==> config.mk <==
export PLATFORM = sky130hd
export DESIGN_NAME = usart_status
export DESIGN_NICKNAME = d
export VERILOG_FILES = /design/src/logic/usart_status_pkg.sv /design/src/logic/usart_status.sv
export VERILOG_INCLUDE_DIRS = /design/src /design/src/logic
export SDC_FILE = /design/constraint.sdc
export NUM_CORES = 1
export LEC_CHECK = 0
export BUFFER_PORTS_ARGS = -buffer_cell sky130_fd_sc_hd__buf_2
export CORE_MARGIN = 2
export CORE_UTILIZATION = 55
export CTS_CLUSTER_SIZE = 8
export DETAILED_ROUTE_END_ITERATION = 8
export PLACE_DENSITY = 0.8
export SLEW_MARGIN = 20
export SYNTH_ARGS = -nofsm -noshare
export SYNTH_HDL_FRONTEND = slang
export SYNTH_SLANG_ARGS = --single-unit
==> constraint.sdc <==
create_clock -name core_clk_i -period 1.9 [get_ports core_clk_i]
set_input_delay 0.095 -clock core_clk_i [delete_from_list [all_inputs] [get_ports core_clk_i]]
set_output_delay 0.095 -clock core_clk_i [all_outputs]
set_load 0.01 [all_outputs]
==> src/logic/usart_status_defs.svh <==
// Register offsets, field positions, reset values and constants of the serial status block.
`ifndef USART_STATUS_DEFS_SVH
`define USART_STATUS_DEFS_SVH

// ----------------------------------------------------------------
// Register byte offsets
// ----------------------------------------------------------------
`define OFS_MODE        8'h04
`define OFS_IRQ_SET     8'h08
`define OFS_IRQ_CLR     8'h0C
`define OFS_IRQ_MASK    8'h10
`define OFS_CHAN_STAT   8'h14
`define OFS_TIMEOUT     8'h24

// ----------------------------------------------------------------
// Status and mask bit positions
// ----------------------------------------------------------------
`define BIT_RX_READY    0
`define BIT_TX_FREE     1
`define BIT_BRK         2
`define BIT_RX_DMA_DONE 3
`define BIT_TX_DMA_DONE 4
`define BIT_OVR         5
`define BIT_FRAME       6
`define BIT_PAR         7
`define BIT_TOUT        8
`define BIT_TX_EMPTY    9
`define BIT_ITER        10
`define BIT_TX_BUF_EMPTY 11
`define BIT_RX_BUF_FULL 12
`define BIT_NACK        13
`define BIT_RIC         16
`define BIT_CTSC        19
`define BIT_RI          20
`define BIT_DSR         21
`define BIT_DCD         22
`define BIT_CTS         23

// Maskable source bits: 0..13 and 16..19.
`define IRQ_BITS        32'h000F3FFF

// ----------------------------------------------------------------
// Mode register fields
// ----------------------------------------------------------------
`define MODE_LO         0
`define MODE_HI         3
`define MODE_NACK_INHIBIT 20
`define MODE_NACK_COUNT 21
`define MODE_ITER_LO    24
`define MODE_ITER_HI    26
`define MODE_FILTER     28
`define MODE_T0         4'h4
`define MODE_T1         4'h6
`define MODE_RESET      32'h00000000
`define MODE_USED       32'h1737000F

`define TIMEOUT_W       16
`define SIXTEENTH_DIV   16

`endif

==> src/logic/usart_status_pkg.sv <==
// Types shared by the serial status block.
package usart_status_pkg;

  // Register bus request.
  typedef struct packed {
    logic [7:0]  addr;
    logic [31:0] wdata;
    logic        wr;
    logic        rd;
  } reg_req_t;

  // Events and levels from the receiver, transmitter, DMA channels and modem pins.
  typedef struct packed {
    logic rx_char_done;
    logic rx_holding_read;
    logic rx_enabled;
    logic rx_busy;
    logic tx_holding_write;
    logic tx_to_shift;
    logic tx_shift_busy;
    logic tx_enabled;
    logic start_break_cmd;
    logic break_edge;
    logic overrun;
    logic stop_low;
    logic parity_err;
    logic timeout_hit;
    logic nack_seen;
    logic rx_dma_done;
    logic tx_dma_done;
    logic tx_dma_buffer_empty;
    logic rx_dma_buffer_full;
    logic ring;
    logic set_ready;
    logic carrier;
    logic clear_to_send;
  } line_evt_t;

  // Commands from the control register.
  typedef struct packed {
    logic status_reset_cmd;
    logic start_timeout_cmd;
    logic reset_iterations_cmd;
    logic reset_nack_cmd;
  } cmd_t;

  // Receive filter phase.
  typedef enum logic [0:0] {
    FLT_WAIT = 1'b0,
    FLT_TAKE = 1'b1
  } flt_state_t;

endpackage

==> src/logic/usart_status.sv <==
// Status flags, interrupt mask, smart-card NACK control and receive-line filter.
`timescale 1ns/10ps
`include "usart_status_defs.svh"

module usart_status #(
  parameter int unsigned TIMEOUT_W = `TIMEOUT_W,
  parameter int unsigned DIV16     = `SIXTEENTH_DIV
) (
  input  wire logic                         core_clk_i,
  input  wire logic                         rst_n_i,
  input  wire usart_status_pkg::reg_req_t   bus_i,
  input  wire usart_status_pkg::line_evt_t  evt_i,
  input  wire usart_status_pkg::cmd_t       cmd_i,
  input  wire logic                         rx_line_i,
  output logic [31:0]                       rdata_o,
  output logic                              irq_o,
  output logic                              nack_drive_o,
  output logic                              rx_filtered_o
);
  import usart_status_pkg::*;

  // ----------------------------------------------------------------
  // State
  // ----------------------------------------------------------------
  typedef struct packed {
    logic [31:0]          mode;
    logic [15:0]          tout_val;
    logic [31:0]          mask;
    logic [31:0]          flags;
    logic                 tout_armed;
    logic                 rx_was_busy;
    logic                 tx_full;
    logic [3:0]           modem_prev;
    logic [2:0]           iter_cnt;
    logic [2:0]           samples;
    logic [7:0]           div_cnt;
    flt_state_t           flt;
    logic                 rx_filt;
    logic                 nack;
    logic                 irq;
    logic [31:0]          rdata;
  } state_t;

  state_t st_r;
  state_t st_nxt;

  // Majority of three samples.
  function automatic logic vote3(input logic [2:0] s);
    vote3 = (s[0] & s[1]) | (s[0] & s[2]) | (s[1] & s[2]);
  endfunction

  // Assemble the channel status word from flags and live modem levels.
  function automatic logic [31:0] status_word(input logic [31:0] f, input line_evt_t e);
    logic [31:0] w;
    w = f & `IRQ_BITS;
    w[`BIT_RI]  = e.ring;
    w[`BIT_DSR] = e.set_ready;
    w[`BIT_DCD] = e.carrier;
    w[`BIT_CTS] = e.clear_to_send;
    status_word = w;
  endfunction

  logic        stat_rd;
  logic        is_t0;
  logic        card_mode;
  logic [3:0]  modem_now;

  // ----------------------------------------------------------------
  // Next-state logic
  // ----------------------------------------------------------------
  always_comb begin
    st_nxt    = st_r;
    modem_now = {evt_i.clear_to_send, evt_i.carrier, evt_i.set_ready, evt_i.ring};
    stat_rd   = bus_i.rd && (bus_i.addr == `OFS_CHAN_STAT);
    is_t0     = (st_r.mode[`MODE_HI:`MODE_LO] == `MODE_T0);
    card_mode = is_t0 || (st_r.mode[`MODE_HI:`MODE_LO] == `MODE_T1);

    // Register writes; enable and disable words act only on the set bits.
    if (bus_i.wr) begin
      if (bus_i.addr == `OFS_MODE) begin
        st_nxt.mode = bus_i.wdata & `MODE_USED;
      end else if (bus_i.addr == `OFS_TIMEOUT) begin
        st_nxt.tout_val = bus_i.wdata[15:0];
      end else if (bus_i.addr == `OFS_IRQ_SET) begin
        st_nxt.mask = st_r.mask | (bus_i.wdata & `IRQ_BITS);
      end else if (bus_i.addr == `OFS_IRQ_CLR) begin
        st_nxt.mask = st_r.mask & ~(bus_i.wdata & `IRQ_BITS);
      end
    end

    // Read data, valid in the cycle after the strobe; write-only words read zero.
    st_nxt.rdata = 32'h00000000;
    if (bus_i.rd) begin
      if (bus_i.addr == `OFS_MODE) begin
        st_nxt.rdata = st_r.mode;
      end else if (bus_i.addr == `OFS_TIMEOUT) begin
        st_nxt.rdata = {16'h0000, st_r.tout_val};
      end else if (bus_i.addr == `OFS_IRQ_MASK) begin
        st_nxt.rdata = st_r.mask;
      end else if (bus_i.addr == `OFS_CHAN_STAT) begin
        st_nxt.rdata = status_word(st_r.flags, evt_i);
      end
    end

    // Receiver ready: a disable while busy is remembered so re-enable raises it.
    if (evt_i.rx_enabled && evt_i.rx_busy) begin
      st_nxt.rx_was_busy = 1'b1;
    end
    if (!evt_i.rx_enabled) begin
      st_nxt.flags[`BIT_RX_READY] = 1'b0;
    end else if (evt_i.rx_char_done || st_r.rx_was_busy && !evt_i.rx_busy) begin
      st_nxt.flags[`BIT_RX_READY] = 1'b1;
      st_nxt.rx_was_busy       = 1'b0;
    end else if (evt_i.rx_holding_read) begin
      st_nxt.flags[`BIT_RX_READY] = 1'b0;
      st_nxt.rx_was_busy       = 1'b0;
    end

    // Transmit holding occupancy; a write in the same cycle as a move wins.
    if (evt_i.tx_holding_write) begin
      st_nxt.tx_full = 1'b1;
    end else if (evt_i.tx_to_shift) begin
      st_nxt.tx_full = 1'b0;
    end
    st_nxt.flags[`BIT_TX_FREE] = evt_i.tx_enabled && !st_nxt.tx_full
                               && !evt_i.start_break_cmd;
    st_nxt.flags[`BIT_TX_EMPTY] = evt_i.tx_enabled && !st_nxt.tx_full
                                 && !evt_i.tx_shift_busy;

    // Mirrored DMA channel signals.
    st_nxt.flags[`BIT_RX_DMA_DONE]  = evt_i.rx_dma_done;
    st_nxt.flags[`BIT_TX_DMA_DONE]  = evt_i.tx_dma_done;
    st_nxt.flags[`BIT_TX_BUF_EMPTY] = evt_i.tx_dma_buffer_empty;
    st_nxt.flags[`BIT_RX_BUF_FULL]  = evt_i.rx_dma_buffer_full;

    // Sticky error flags: clear first so a same-cycle event wins.
    if (cmd_i.status_reset_cmd) begin
      st_nxt.flags[`BIT_PAR]   = 1'b0;
      st_nxt.flags[`BIT_FRAME] = 1'b0;
      st_nxt.flags[`BIT_OVR]   = 1'b0;
      st_nxt.flags[`BIT_BRK]   = 1'b0;
    end
    if (evt_i.break_edge) st_nxt.flags[`BIT_BRK] = 1'b1;
    if (evt_i.overrun) st_nxt.flags[`BIT_OVR] = 1'b1;
    if (evt_i.stop_low) st_nxt.flags[`BIT_FRAME] = 1'b1;
    if (evt_i.parity_err) st_nxt.flags[`BIT_PAR] = 1'b1;

    // Time-out: armed by the start command, counted after a character.
    if (cmd_i.start_timeout_cmd) begin
      st_nxt.flags[`BIT_TOUT] = 1'b0;
      st_nxt.tout_armed       = 1'b1;
    end
    if (st_r.tout_armed && evt_i.timeout_hit && st_r.tout_val != 16'h0000) begin
      st_nxt.flags[`BIT_TOUT] = 1'b1;
      st_nxt.tout_armed       = 1'b0;
    end
    if (st_r.tout_val == 16'h0000) begin
      st_nxt.flags[`BIT_TOUT] = 1'b0;
    end

    // Card NACK generation; the pulse lasts one cycle.
    st_nxt.nack = 1'b0;
    if (cmd_i.reset_iterations_cmd && card_mode) begin
      st_nxt.flags[`BIT_ITER] = 1'b0;
      st_nxt.iter_cnt         = 3'h0;
    end
    if (evt_i.parity_err && card_mode && !st_r.mode[`MODE_NACK_INHIBIT]) begin
      if (!st_r.mode[`MODE_NACK_COUNT] || !is_t0) begin
        st_nxt.nack = 1'b1;
      end else if (st_r.iter_cnt < st_r.mode[`MODE_ITER_HI:`MODE_ITER_LO]) begin
        st_nxt.nack     = 1'b1;
        st_nxt.iter_cnt = st_r.iter_cnt + 3'h1;
      end else begin
        st_nxt.flags[`BIT_ITER] = 1'b1;
      end
    end else if (evt_i.rx_char_done && !evt_i.parity_err) begin
      st_nxt.iter_cnt = 3'h0;                                 // Good character ends the run.
    end

    // NACK detected from the card.
    if (cmd_i.reset_nack_cmd) st_nxt.flags[`BIT_NACK] = 1'b0;
    if (evt_i.nack_seen) st_nxt.flags[`BIT_NACK] = 1'b1;

    // Modem change flags: cleared by the status read, a change wins.
    st_nxt.modem_prev = modem_now;
    if (stat_rd) st_nxt.flags[`BIT_CTSC:`BIT_RIC] = 4'h0;
    st_nxt.flags[`BIT_CTSC:`BIT_RIC] = st_nxt.flags[`BIT_CTSC:`BIT_RIC]
                                       | (modem_now ^ st_r.modem_prev);

    // Receive filter sampling at one sixteenth of a bit.
    case (st_r.flt)
      FLT_WAIT: begin
        if (st_r.div_cnt == 8'(DIV16 - 1)) begin
          st_nxt.div_cnt = 8'h00;
          st_nxt.flt     = FLT_TAKE;
        end else begin
          st_nxt.div_cnt = st_r.div_cnt + 8'h01;
        end
      end
      FLT_TAKE: begin
        st_nxt.samples = {st_r.samples[1:0], rx_line_i};
        st_nxt.div_cnt = st_r.div_cnt + 8'h01;
        st_nxt.flt     = FLT_WAIT;
      end
      default: st_nxt.flt = FLT_WAIT;
    endcase
    st_nxt.rx_filt = st_r.mode[`MODE_FILTER] ? vote3(st_r.samples) : rx_line_i;

    st_nxt.flags = st_nxt.flags & `IRQ_BITS;
    st_nxt.irq   = |(st_nxt.flags & st_nxt.mask);
  end

  // ----------------------------------------------------------------
  // State register
  // ----------------------------------------------------------------
  // Reset loads the filter samples and output high, so the filtered line idles high.
  always_ff @(posedge core_clk_i or negedge rst_n_i) begin
    if (!rst_n_i) begin
      st_r         <= '0;
      st_r.samples <= 3'h7;
      st_r.rx_filt <= 1'b1;
    end else begin
      st_r <= st_nxt;
    end
  end

  assign rdata_o       = st_r.rdata;
  assign irq_o         = st_r.irq;
  assign nack_drive_o  = st_r.nack;
  assign rx_filtered_o = st_r.rx_filt;

endmodule

# Word level (Yosys, flattened, before mapping)
# Cells that the tools add are included.
totals:
  ff_bits: 136
  out_inout_bits: 35
  input_bits: 72
  elab_cells: 119
classes:
  n_reduce_logical: 29
  magnitude_cmp: 1
  eq_ne: 9
  add_sub_neg: 2
  muxes: 49
  n_bitwise: 13
op_table:
  columns: ["cell", "count"]
  rows:
  - ["$mux W32", 9]
  - ["$and A20 B32 Y32", 1]
  - ["$and A32 B32 Y32", 1]
  - ["$not A20 Y32", 1]
  - ["$or A32 B20 Y32", 1]
  - ["$reduce_or A32 Y1", 1]
  - ["$mux W1", 30]
  - ["$eq A8 B4 Y1 const B", 3]
  - ["$mux W24", 1]
  - ["$mux W3", 6]
  - ["$pmux W9 S2", 1]
  - ["$eq A8 B5 Y1 const B", 2]
  - ["$logic_not A16 Y1", 1]
  - ["$reduce_bool A16 Y1", 1]
  - ["$logic_and A1 B1 Y1", 12]
  - ["$add A8 B1 Y8 const B", 1]
  - ["$eq A4 B3 Y1 const B", 2]
  - ["$eq A8 B3 Y1 const B", 1]
  - ["$eq A8 B6 Y1 const B", 1]
  - ["$logic_not A1 Y1", 8]
  - ["$mux W8", 1]
  - ["$mux W4", 1]
  - ["$or A4 B4 Y4", 1]
  - ["$xor A4 B4 Y4", 1]
  - ["9 further kinds", 15]

# Depth between registers and ports, before layout
# Gate-level depths: netlist of the first run.
logic_depth:
  word_depth: 9
  ltp_mapped: 7
  ltp_nobuf: 7

# Worst setup path after synthesis of the first run
# OpenSTA, ideal clock, no wires.
synth_path:
  path_type: "input to register"
  startpoint: "input bus_i[39] (netlist name)"
  endpoint: "register st_r, in the netlist irq_o"
  path_buffers: 1
  setup_time_ns: 0.139
  arrival_ns: 1.685
  path_slack_ns: 0.076
  cell_stages: 7
  cell_sequence: "or4_4 > buf_6 > o31a_1 > o22a_1 > a2111oi_2 > o2111a_1 > nand3_1"
synth_lines:
  columns: ["item", "line", "rtl"]
  rows:
  - ["from (decl)", "usart_status.sv:11", "input wire usart_status_pkg::reg_req_t bus_i,"]
  - ["to (signal assigned)", "usart_status.sv:223", "st_r <= st_nxt;"]
  - ["to (decl)", "usart_status.sv:44", "state_t st_r;"]

==> results.yml, run 1 <==
timing:
  skew_ns: 0.01072
  fin_ws_ns: -0.01858
  worst_slew_pin_slew_ns: 0.5761
  grt_setup_unrepaired: "true"
  slew-limit-headroom_pct: 61.47
  finalHoldViolCount: 0
  finalSetupViolCount: 1
  drv_slew: 0
  fin_crit_sh_pct: 101.0
  max_freq_mhz: 521.2
  min_period_ns: 1.919
worst_setup_path:
  cp_max_fo: 3
  crit_path_start: "st_r[136]"
  endpoint_kind: "flop"
  r2r-start: "st_r[136]"
  critPathLaunchType: "flop"
  path_class: "reg2reg"
  crit_arrival_ns: 2.29
  r2r_setup_slack_ns: -0.02
  reg2reg_to: "irq_o"
  crit_required_ns: 2.27
  crit_end: "irq_o"
  rr_worst_depth: 6
cts:
  cts_sinks: 118
  cts_buffer_depth: 2
  cts_buffers: 17
  cts_root_buffer: "clkbuf_8"
  clk_pin_slew_ns: 0.06
  cts_tree: "done"
  cts_max_level: 4
  clk_latency_ns: 0.51
synthesis:
  synth_seq_area_share_pct: 56.29
  yosys_warnings: 0
  async_reset_ff_share_pct: 100.0
  ys_seq_elements: 118
  synth_edf_count: 0
  yosysTopAreaCell: "dfrtp_1"
  synth_flop_cell: "dfrtp_1"
  netlist_top_cells_count: "dfrtp_1 (114), mux2_2 (33), buf_4 (32), nand2_1 (32), inv_1 (22)"
  syn-cell-area_sq_um: 5255
  synthTopCellsByArea: "dfrtp_1 (54%), mux2_2 (7.1%), buf_4 (4.6%)"
  netlist.area_leader.share_pct: 54.29
  synth.most_common_cell: "dfrtp_1"
  synthDistinctLibCells: 57
  syn-instance-count: 451
  syn_area_per_cell_sq_um: 11.65
cells_and_area:
  final_util_pct: 77.02
  multi_input_area_sq_um: 1964
  drive_gt1_share_pct: 34.30
  fill_cells: 551
  antennaDiodeCount: 0
  syn2layout_area_growth_pct: 35.43
  nets: 681
  register_area_sq_um: 2958
floorplanning:
  die_h_um: 101.7
  start_util_pct: 56.87
  core_area_sq_um: 9240
  fp.dieW_um: 101.7
  io-pin-count: 107
  row_count: 35
  die_area_sq_um: 10350
route:
  wl_um: 14200
  final_antenna_net_count: 0
  drc: 0
  drt_first_pass_iters: 7
  drtIter0Drc: 442
  routedWlPerCell_um: 19.00
  via_count: 4283
  routed_via_density: 5.734
grt:
  overflow: 0
  grt_pass1_vias: 4446
  grt_start_max_net_pins: 69
  grt_pass1_wl_um: 22750
  antenna_found_initial: 0
  grtUsageTotal_pct: 29.40
placement:
  place_hpwl_um: 8711
  place_congestion: 0.9273
  io_buffer_count: 96
  pre_cts_ws_ns: -0.1805
power_and_ir_drop:
  p_sw_share_pct: 22.45
  seqPwrFrac_pct: 40.5
  pwr-share-clk_pct: 50.8
  comb_power_share_pct: 8.6
  p_per_area_nw_per_um2: 932.9
  p_leak_nw: 3.557
  netSwitchingPower_mw: 1.491
  ir_drop_v: 0.0004710
  p_int_mw: 5.149
outcome:
  violations: "negative setup slack"
  status: "finished, violations left"
run:
  maxCapViolations: 0
hold_path:
  hp-class: "in2reg"
-- worst max-delay path, stage by stage (launching register included) --
cell,delay (ns)
dfrtp_1,0.41
nor4_2,0.36
nand4_1,0.24
o211ai_1,0.18
o2111ai_2,0.17
a2111oi_4,0.30
nand3_1,0.13
-- state kept, by name (all words and copies together) (netlist names) --
name / flops
rdata_o: 28
st_r: 87
irq_o: 1
rx_filtered_o: 1
nack_drive_o: 1
-- power groups by stage --
| stage | sequential, mW | combinational (mW) | clock, mW |
|---|---|---|---|
| 6_report | 2.69 | 0.574 | 3.38 |
| 5_1_grt | 2.70 | 0.624 | 3.52 |
| 4_1_cts | 2.68 | 0.539 | 3.38 |
| 3_5_place_dp | 2.72 | 0.438 | 0 |
| 3_3_place_gp | 2.72 | 0.423 | 0 |
| 2_1_floorplan | 2.70 | 0.194 | 0 |
-- logic make-up (layout without fill, tap and decap cells) --
family / count (synthesis) / count (layout) / share of synthesized area [%]
mux: 40 / 40 / 8.500
buf+inv: 72 / 236 / 7.643
simple gates: 127 / 127 / 13.19
flops: 118 / 118 / 56.29
fa+ha+maj: 5 / 5 / 1.143
compound gates: 78 / 78 / 11.50
xor+xnor: 10 / 10 / 1.667
other cells: 1 / 4 / 0.07136
-- metrics by stage --
step                      total power [mW]  setup TNS, ns  instances  hold slack (ns)  area [sq um]
after CTS                            6.602              0        746        0.0004176          7064
after detailed placement             3.159        -0.1805        657         -0.09904          5852
after global routing                 6.839        -0.1209        747          0.05000          7117
final                                6.640       -0.01858        747          0.02600          7117
after floorplan                      2.899              0        454          -0.2006          5266
after global placement               3.139       -0.08967        657         -0.09695          5852
-- cells in the final DEF, fill, tap and decap left out, drive strengths merged, types with 6 or more instances in the layout --
cell	Yosys	routed
nand2	32	32
a22oi	11	11
xor2	8	8
nand3	14	14
mux2	34	34
and3	11	11
nor2b	10	10
clkbuf	13	21
nor2	21	21
dfrtp	114	114
dlygate4sd3	0	57
or2	6	6
a222oi	14	14
o21ai	14	14
inv	22	24
nor4	9	9
a21o	8	8
mux2i	6	6
buf	37	125
-- cell type report --
type / instances / share of cell area (%)
sequential: 118 / 41.56
clock buffer: 21 / 6.452
inverter: 22 / 1.160
multi-input combinational: 264 / 27.60
tap: 129 / 2.268
clock inverter: 11 / 2.391
timing repair buffer: 182 / 18.57
-- per-layer routing --
layer / part of all wire [%] / GRT usage [%]
met3: 7.3 / 7.384
met1: 40 / 37.41
met2: 50 / 48.38
met4: 2.6 / 11.85
met5: 0 / 0
-- worst min-delay path by stage --
stage | slack (ns) | from | cells after the start | end
finish | 0.03 | bus_i[36] | 3 | st_r[101]
global route | 0.05 | evt_i[19] | 3 | st_r[57]
CTS | 0.0004 | bus_i[36] | 3 | st_r[101]
detailed placement | -0.1 | rst_n_i | 1 | rdata_o[12]
global placement | -0.1 | rst_n_i | 1 | rdata_o[12]
floorplan | -0.20 | rst_n_i | 0 | irq_o
-- repair_timing --
action / CTS / global route
endpoints found under the hold margin: 199 / 0
endpoints found under the setup margin: 1 / 2
hold buffers: 57 / 0
gates resized for setup: 2 / 6
buffers inserted: 0 / 1
pin swaps: 0 / 4
Power figures use the tool's default switching activity.
==> run 2: changes to the inputs <==
--- a/config.mk
+++ b/config.mk
@@ -12,6 +12,7 @@
 export CTS_CLUSTER_SIZE = 8
 export DETAILED_ROUTE_END_ITERATION = 8
 export PLACE_DENSITY = 0.8
+export REMOVE_ABC_BUFFERS = 1
 export SLEW_MARGIN = 20
 export SYNTH_ARGS = -nofsm -noshare
 export SYNTH_HDL_FRONTEND = slang
==> run 2 against run 1 <==
Effect of this change: the run now ends clean; clock-buffer cell count unchanged; die area unchanged; critical path depth unchanged; sequential power about the same; routed wire length decreased by 3.9%; clock power decreased by 12%; total power decreased by 6.3%; design area decreased by 1.4%; flip-flop and latch count unchanged; core utilization decreased by 1.1 points; critical endpoint unchanged; highest routed layer unchanged.
==> results.yml, run 2 (same netlist as run 1, synthesis figures left out) <==
worst_setup_path:
  crit_required_ns: 2.28
  cp_max_fo: 3
  critPathBufInv: 0
  cp_top_family: "simple AND/OR/NAND/NOR gates"
  slowest_stage: "dfrtp_1"
  slowest_delay_ns: 0.41
  cp_num_cells: 6
  critPathLaunchType: "flop"
  crit_arrival_ns: 2.22
  endpoint_kind: "flop"
  path_class: "reg2reg"
  path_cells: "nor4_2 -> nand4_1 -> o211ai_1 -> o2111ai_1 -> a2111oi_2 -> nand3_1"
  rr_worst_depth: 6
cts:
  cts_buffer_depth: 2
  cts_sinks: 118
  cts_buffers: 17
  clk_pin_slew_ns: 0.05
  clk_latency_ns: 0.53
  cts_tree: "done"
  cts_root_buffer: "clkbuf_8"
  cts_max_level: 4
timing:
  fin_crit_sh_pct: 97.07
  slew-limit-headroom_pct: 63.76
  finalSetupViolCount: 0
  worst_slew_pin_slew_ns: 0.5394
  finalHoldViolCount: 0
  drv_slew: 0
  whs_ns: 0.01454
  skew_ns: 0.01072
  max_freq_mhz: 542.2
  min_period_ns: 1.844
power_and_ir_drop:
  p_int_mw: 4.735
  ir_drop_v: 0.0004892
  seqPwrFrac_pct: 43.2
  p_leak_nw: 3.516
  p_sw_share_pct: 23.85
  comb_power_share_pct: 8.9
  pwr-share-clk_pct: 47.9
  netSwitchingPower_mw: 1.483
  p_per_area_nw_per_um2: 886.0
route:
  drc: 0
  via_count: 4252
  drt_first_pass_iters: 7
  routedWlPerCell_um: 18.25
  wl_um: 13650
  routed_via_density: 5.684
  wl_met2_um: 6787
  drtIter0Drc: 394
  routed.top_layer: "met4"
  wl_met3_um: 1046
  final_antenna_net_count: 0
  wl_met1_um: 5401
cells_and_area:
  layout_commonest_cell: "dfrtp_1"
  finalNonFillerCells: 748
  regMostFlops: "st_r"
  largest_reg_flops: 87
  final_cell_mix: "dfrtp_1 (114), buf_2 (95), dlygate4sd3_1 (55)"
  fill_cells: 557
  final_util_pct: 75.95
  drive_gt1_share_pct: 34.57
  antennaDiodeCount: 0
  nets: 682
  syn2layout_area_growth_pct: 33.55
grt:
  grt_start_max_net_pins: 65
  antenna_found_initial: 0
  grt_pass1_vias: 4323
  grt_pass1_wl_um: 21510
  overflow: 0
  grtUsageTotal_pct: 27.83
placement:
  io_buffer_count: 96
  place_congestion: 0.8878
  place_hpwl_um: 8725
  placed_cells: 660
floorplanning:
  die_area_sq_um: 10350
  io-pin-count: 107
  die_h_um: 101.7
  core_area_sq_um: 9240
  start_util_pct: 56.87
  fp.dieW_um: 101.7
  row_count: 35
run:
  maxCapViolations: 0
hold_path:
  hp-class: "in2reg"
  worstHoldPathCells: 3
outcome:
  status: "finished, final reports clean"
-- run 2: changes by cell type in the layout (fill, tap and decap cells not counted), moves of 2 or more --
cell,previous run,this run
buf_4,26,30
nor4_1,4,6
bufinv_16,4,1
clkinvlp_4,3,5
nor4_2,3,1
dlygate4sd3_1,57,55
-- run 2: routing by layer --
metal / vias up / GRT usage [%]
met5: - / 0
met1: 2085 / 35.21
met4: 0 / 13.51
met3: 38 / 7.315
met2: 230 / 44.64
li1: 1899 / -
-- run 2: what timing repair did --
action	in CTS	in global routing
resized for setup	1	5
cloned	0	0
buffers inserted	0	1
endpoints found under the hold margin	194	0
endpoints found under the setup margin	1	2
hold buffers	55	0
pin swaps	0	1
-- run 2: area by class of cell --
type / count / area, sq um / area share [%]
clock buffer: 21 / 459.2 / 6.543
clock inverter: 11 / 100.1 / 1.426
inverter: 22 / 82.58 / 1.177
multi-input combinational: 264 / 1946 / 27.72
sequential: 118 / 2958 / 42.15
tap: 129 / 161.4 / 2.300
timing repair buffer: 183 / 1311 / 18.68
-- run 2: final timing paths --
kind	start	slack [ns]	endpoint
max	st_r[121]	0.06	irq_o
min	evt_i[21]	0.01	st_r[55]
max reg2reg	st_r[121]	0.06	irq_o
min reg2reg	st_r[43]	0.47	st_r[43]
max in group asynchronous	rst_n_i	1.44	rx_filtered_o
min in group asynchronous	rst_n_i	0.12	st_r[102]
-- run 2: through the flow --
step	setup WS [ns]	TNS [ns]	power [mW]	area, sq um
4_1_cts	0.01761	0	6.212	6978
2_1_floorplan	-0.2059	-0.2059	2.882	4947
3_5_place_dp	-0.1584	-0.1584	3.158	5862
3_3_place_gp	-0.07968	-0.07968	3.140	5862
6_report	0.05560	0	6.218	7018
5_1_grt	-0.0001315	-0.0001315	6.428	7018
-- run 2: worst reg2reg max path: cells and delay by family (launching register included) --
family             cells  cell delay (ns)
and+or+nand+nor        3             0.73
AOI/OAI and AO/OA      3             0.56
DFF                    1             0.41
-- run 2: power by group through the flow --
stage               Combinational (mW)  Sequential, mW  Clock, mW
floorplan                        0.178            2.70          0
global placement                 0.425            2.72          0
detailed placement               0.438            2.72          0
CTS                              0.532            2.68       3.00
global route                     0.601            2.69       3.13
finish                           0.556            2.69       2.98
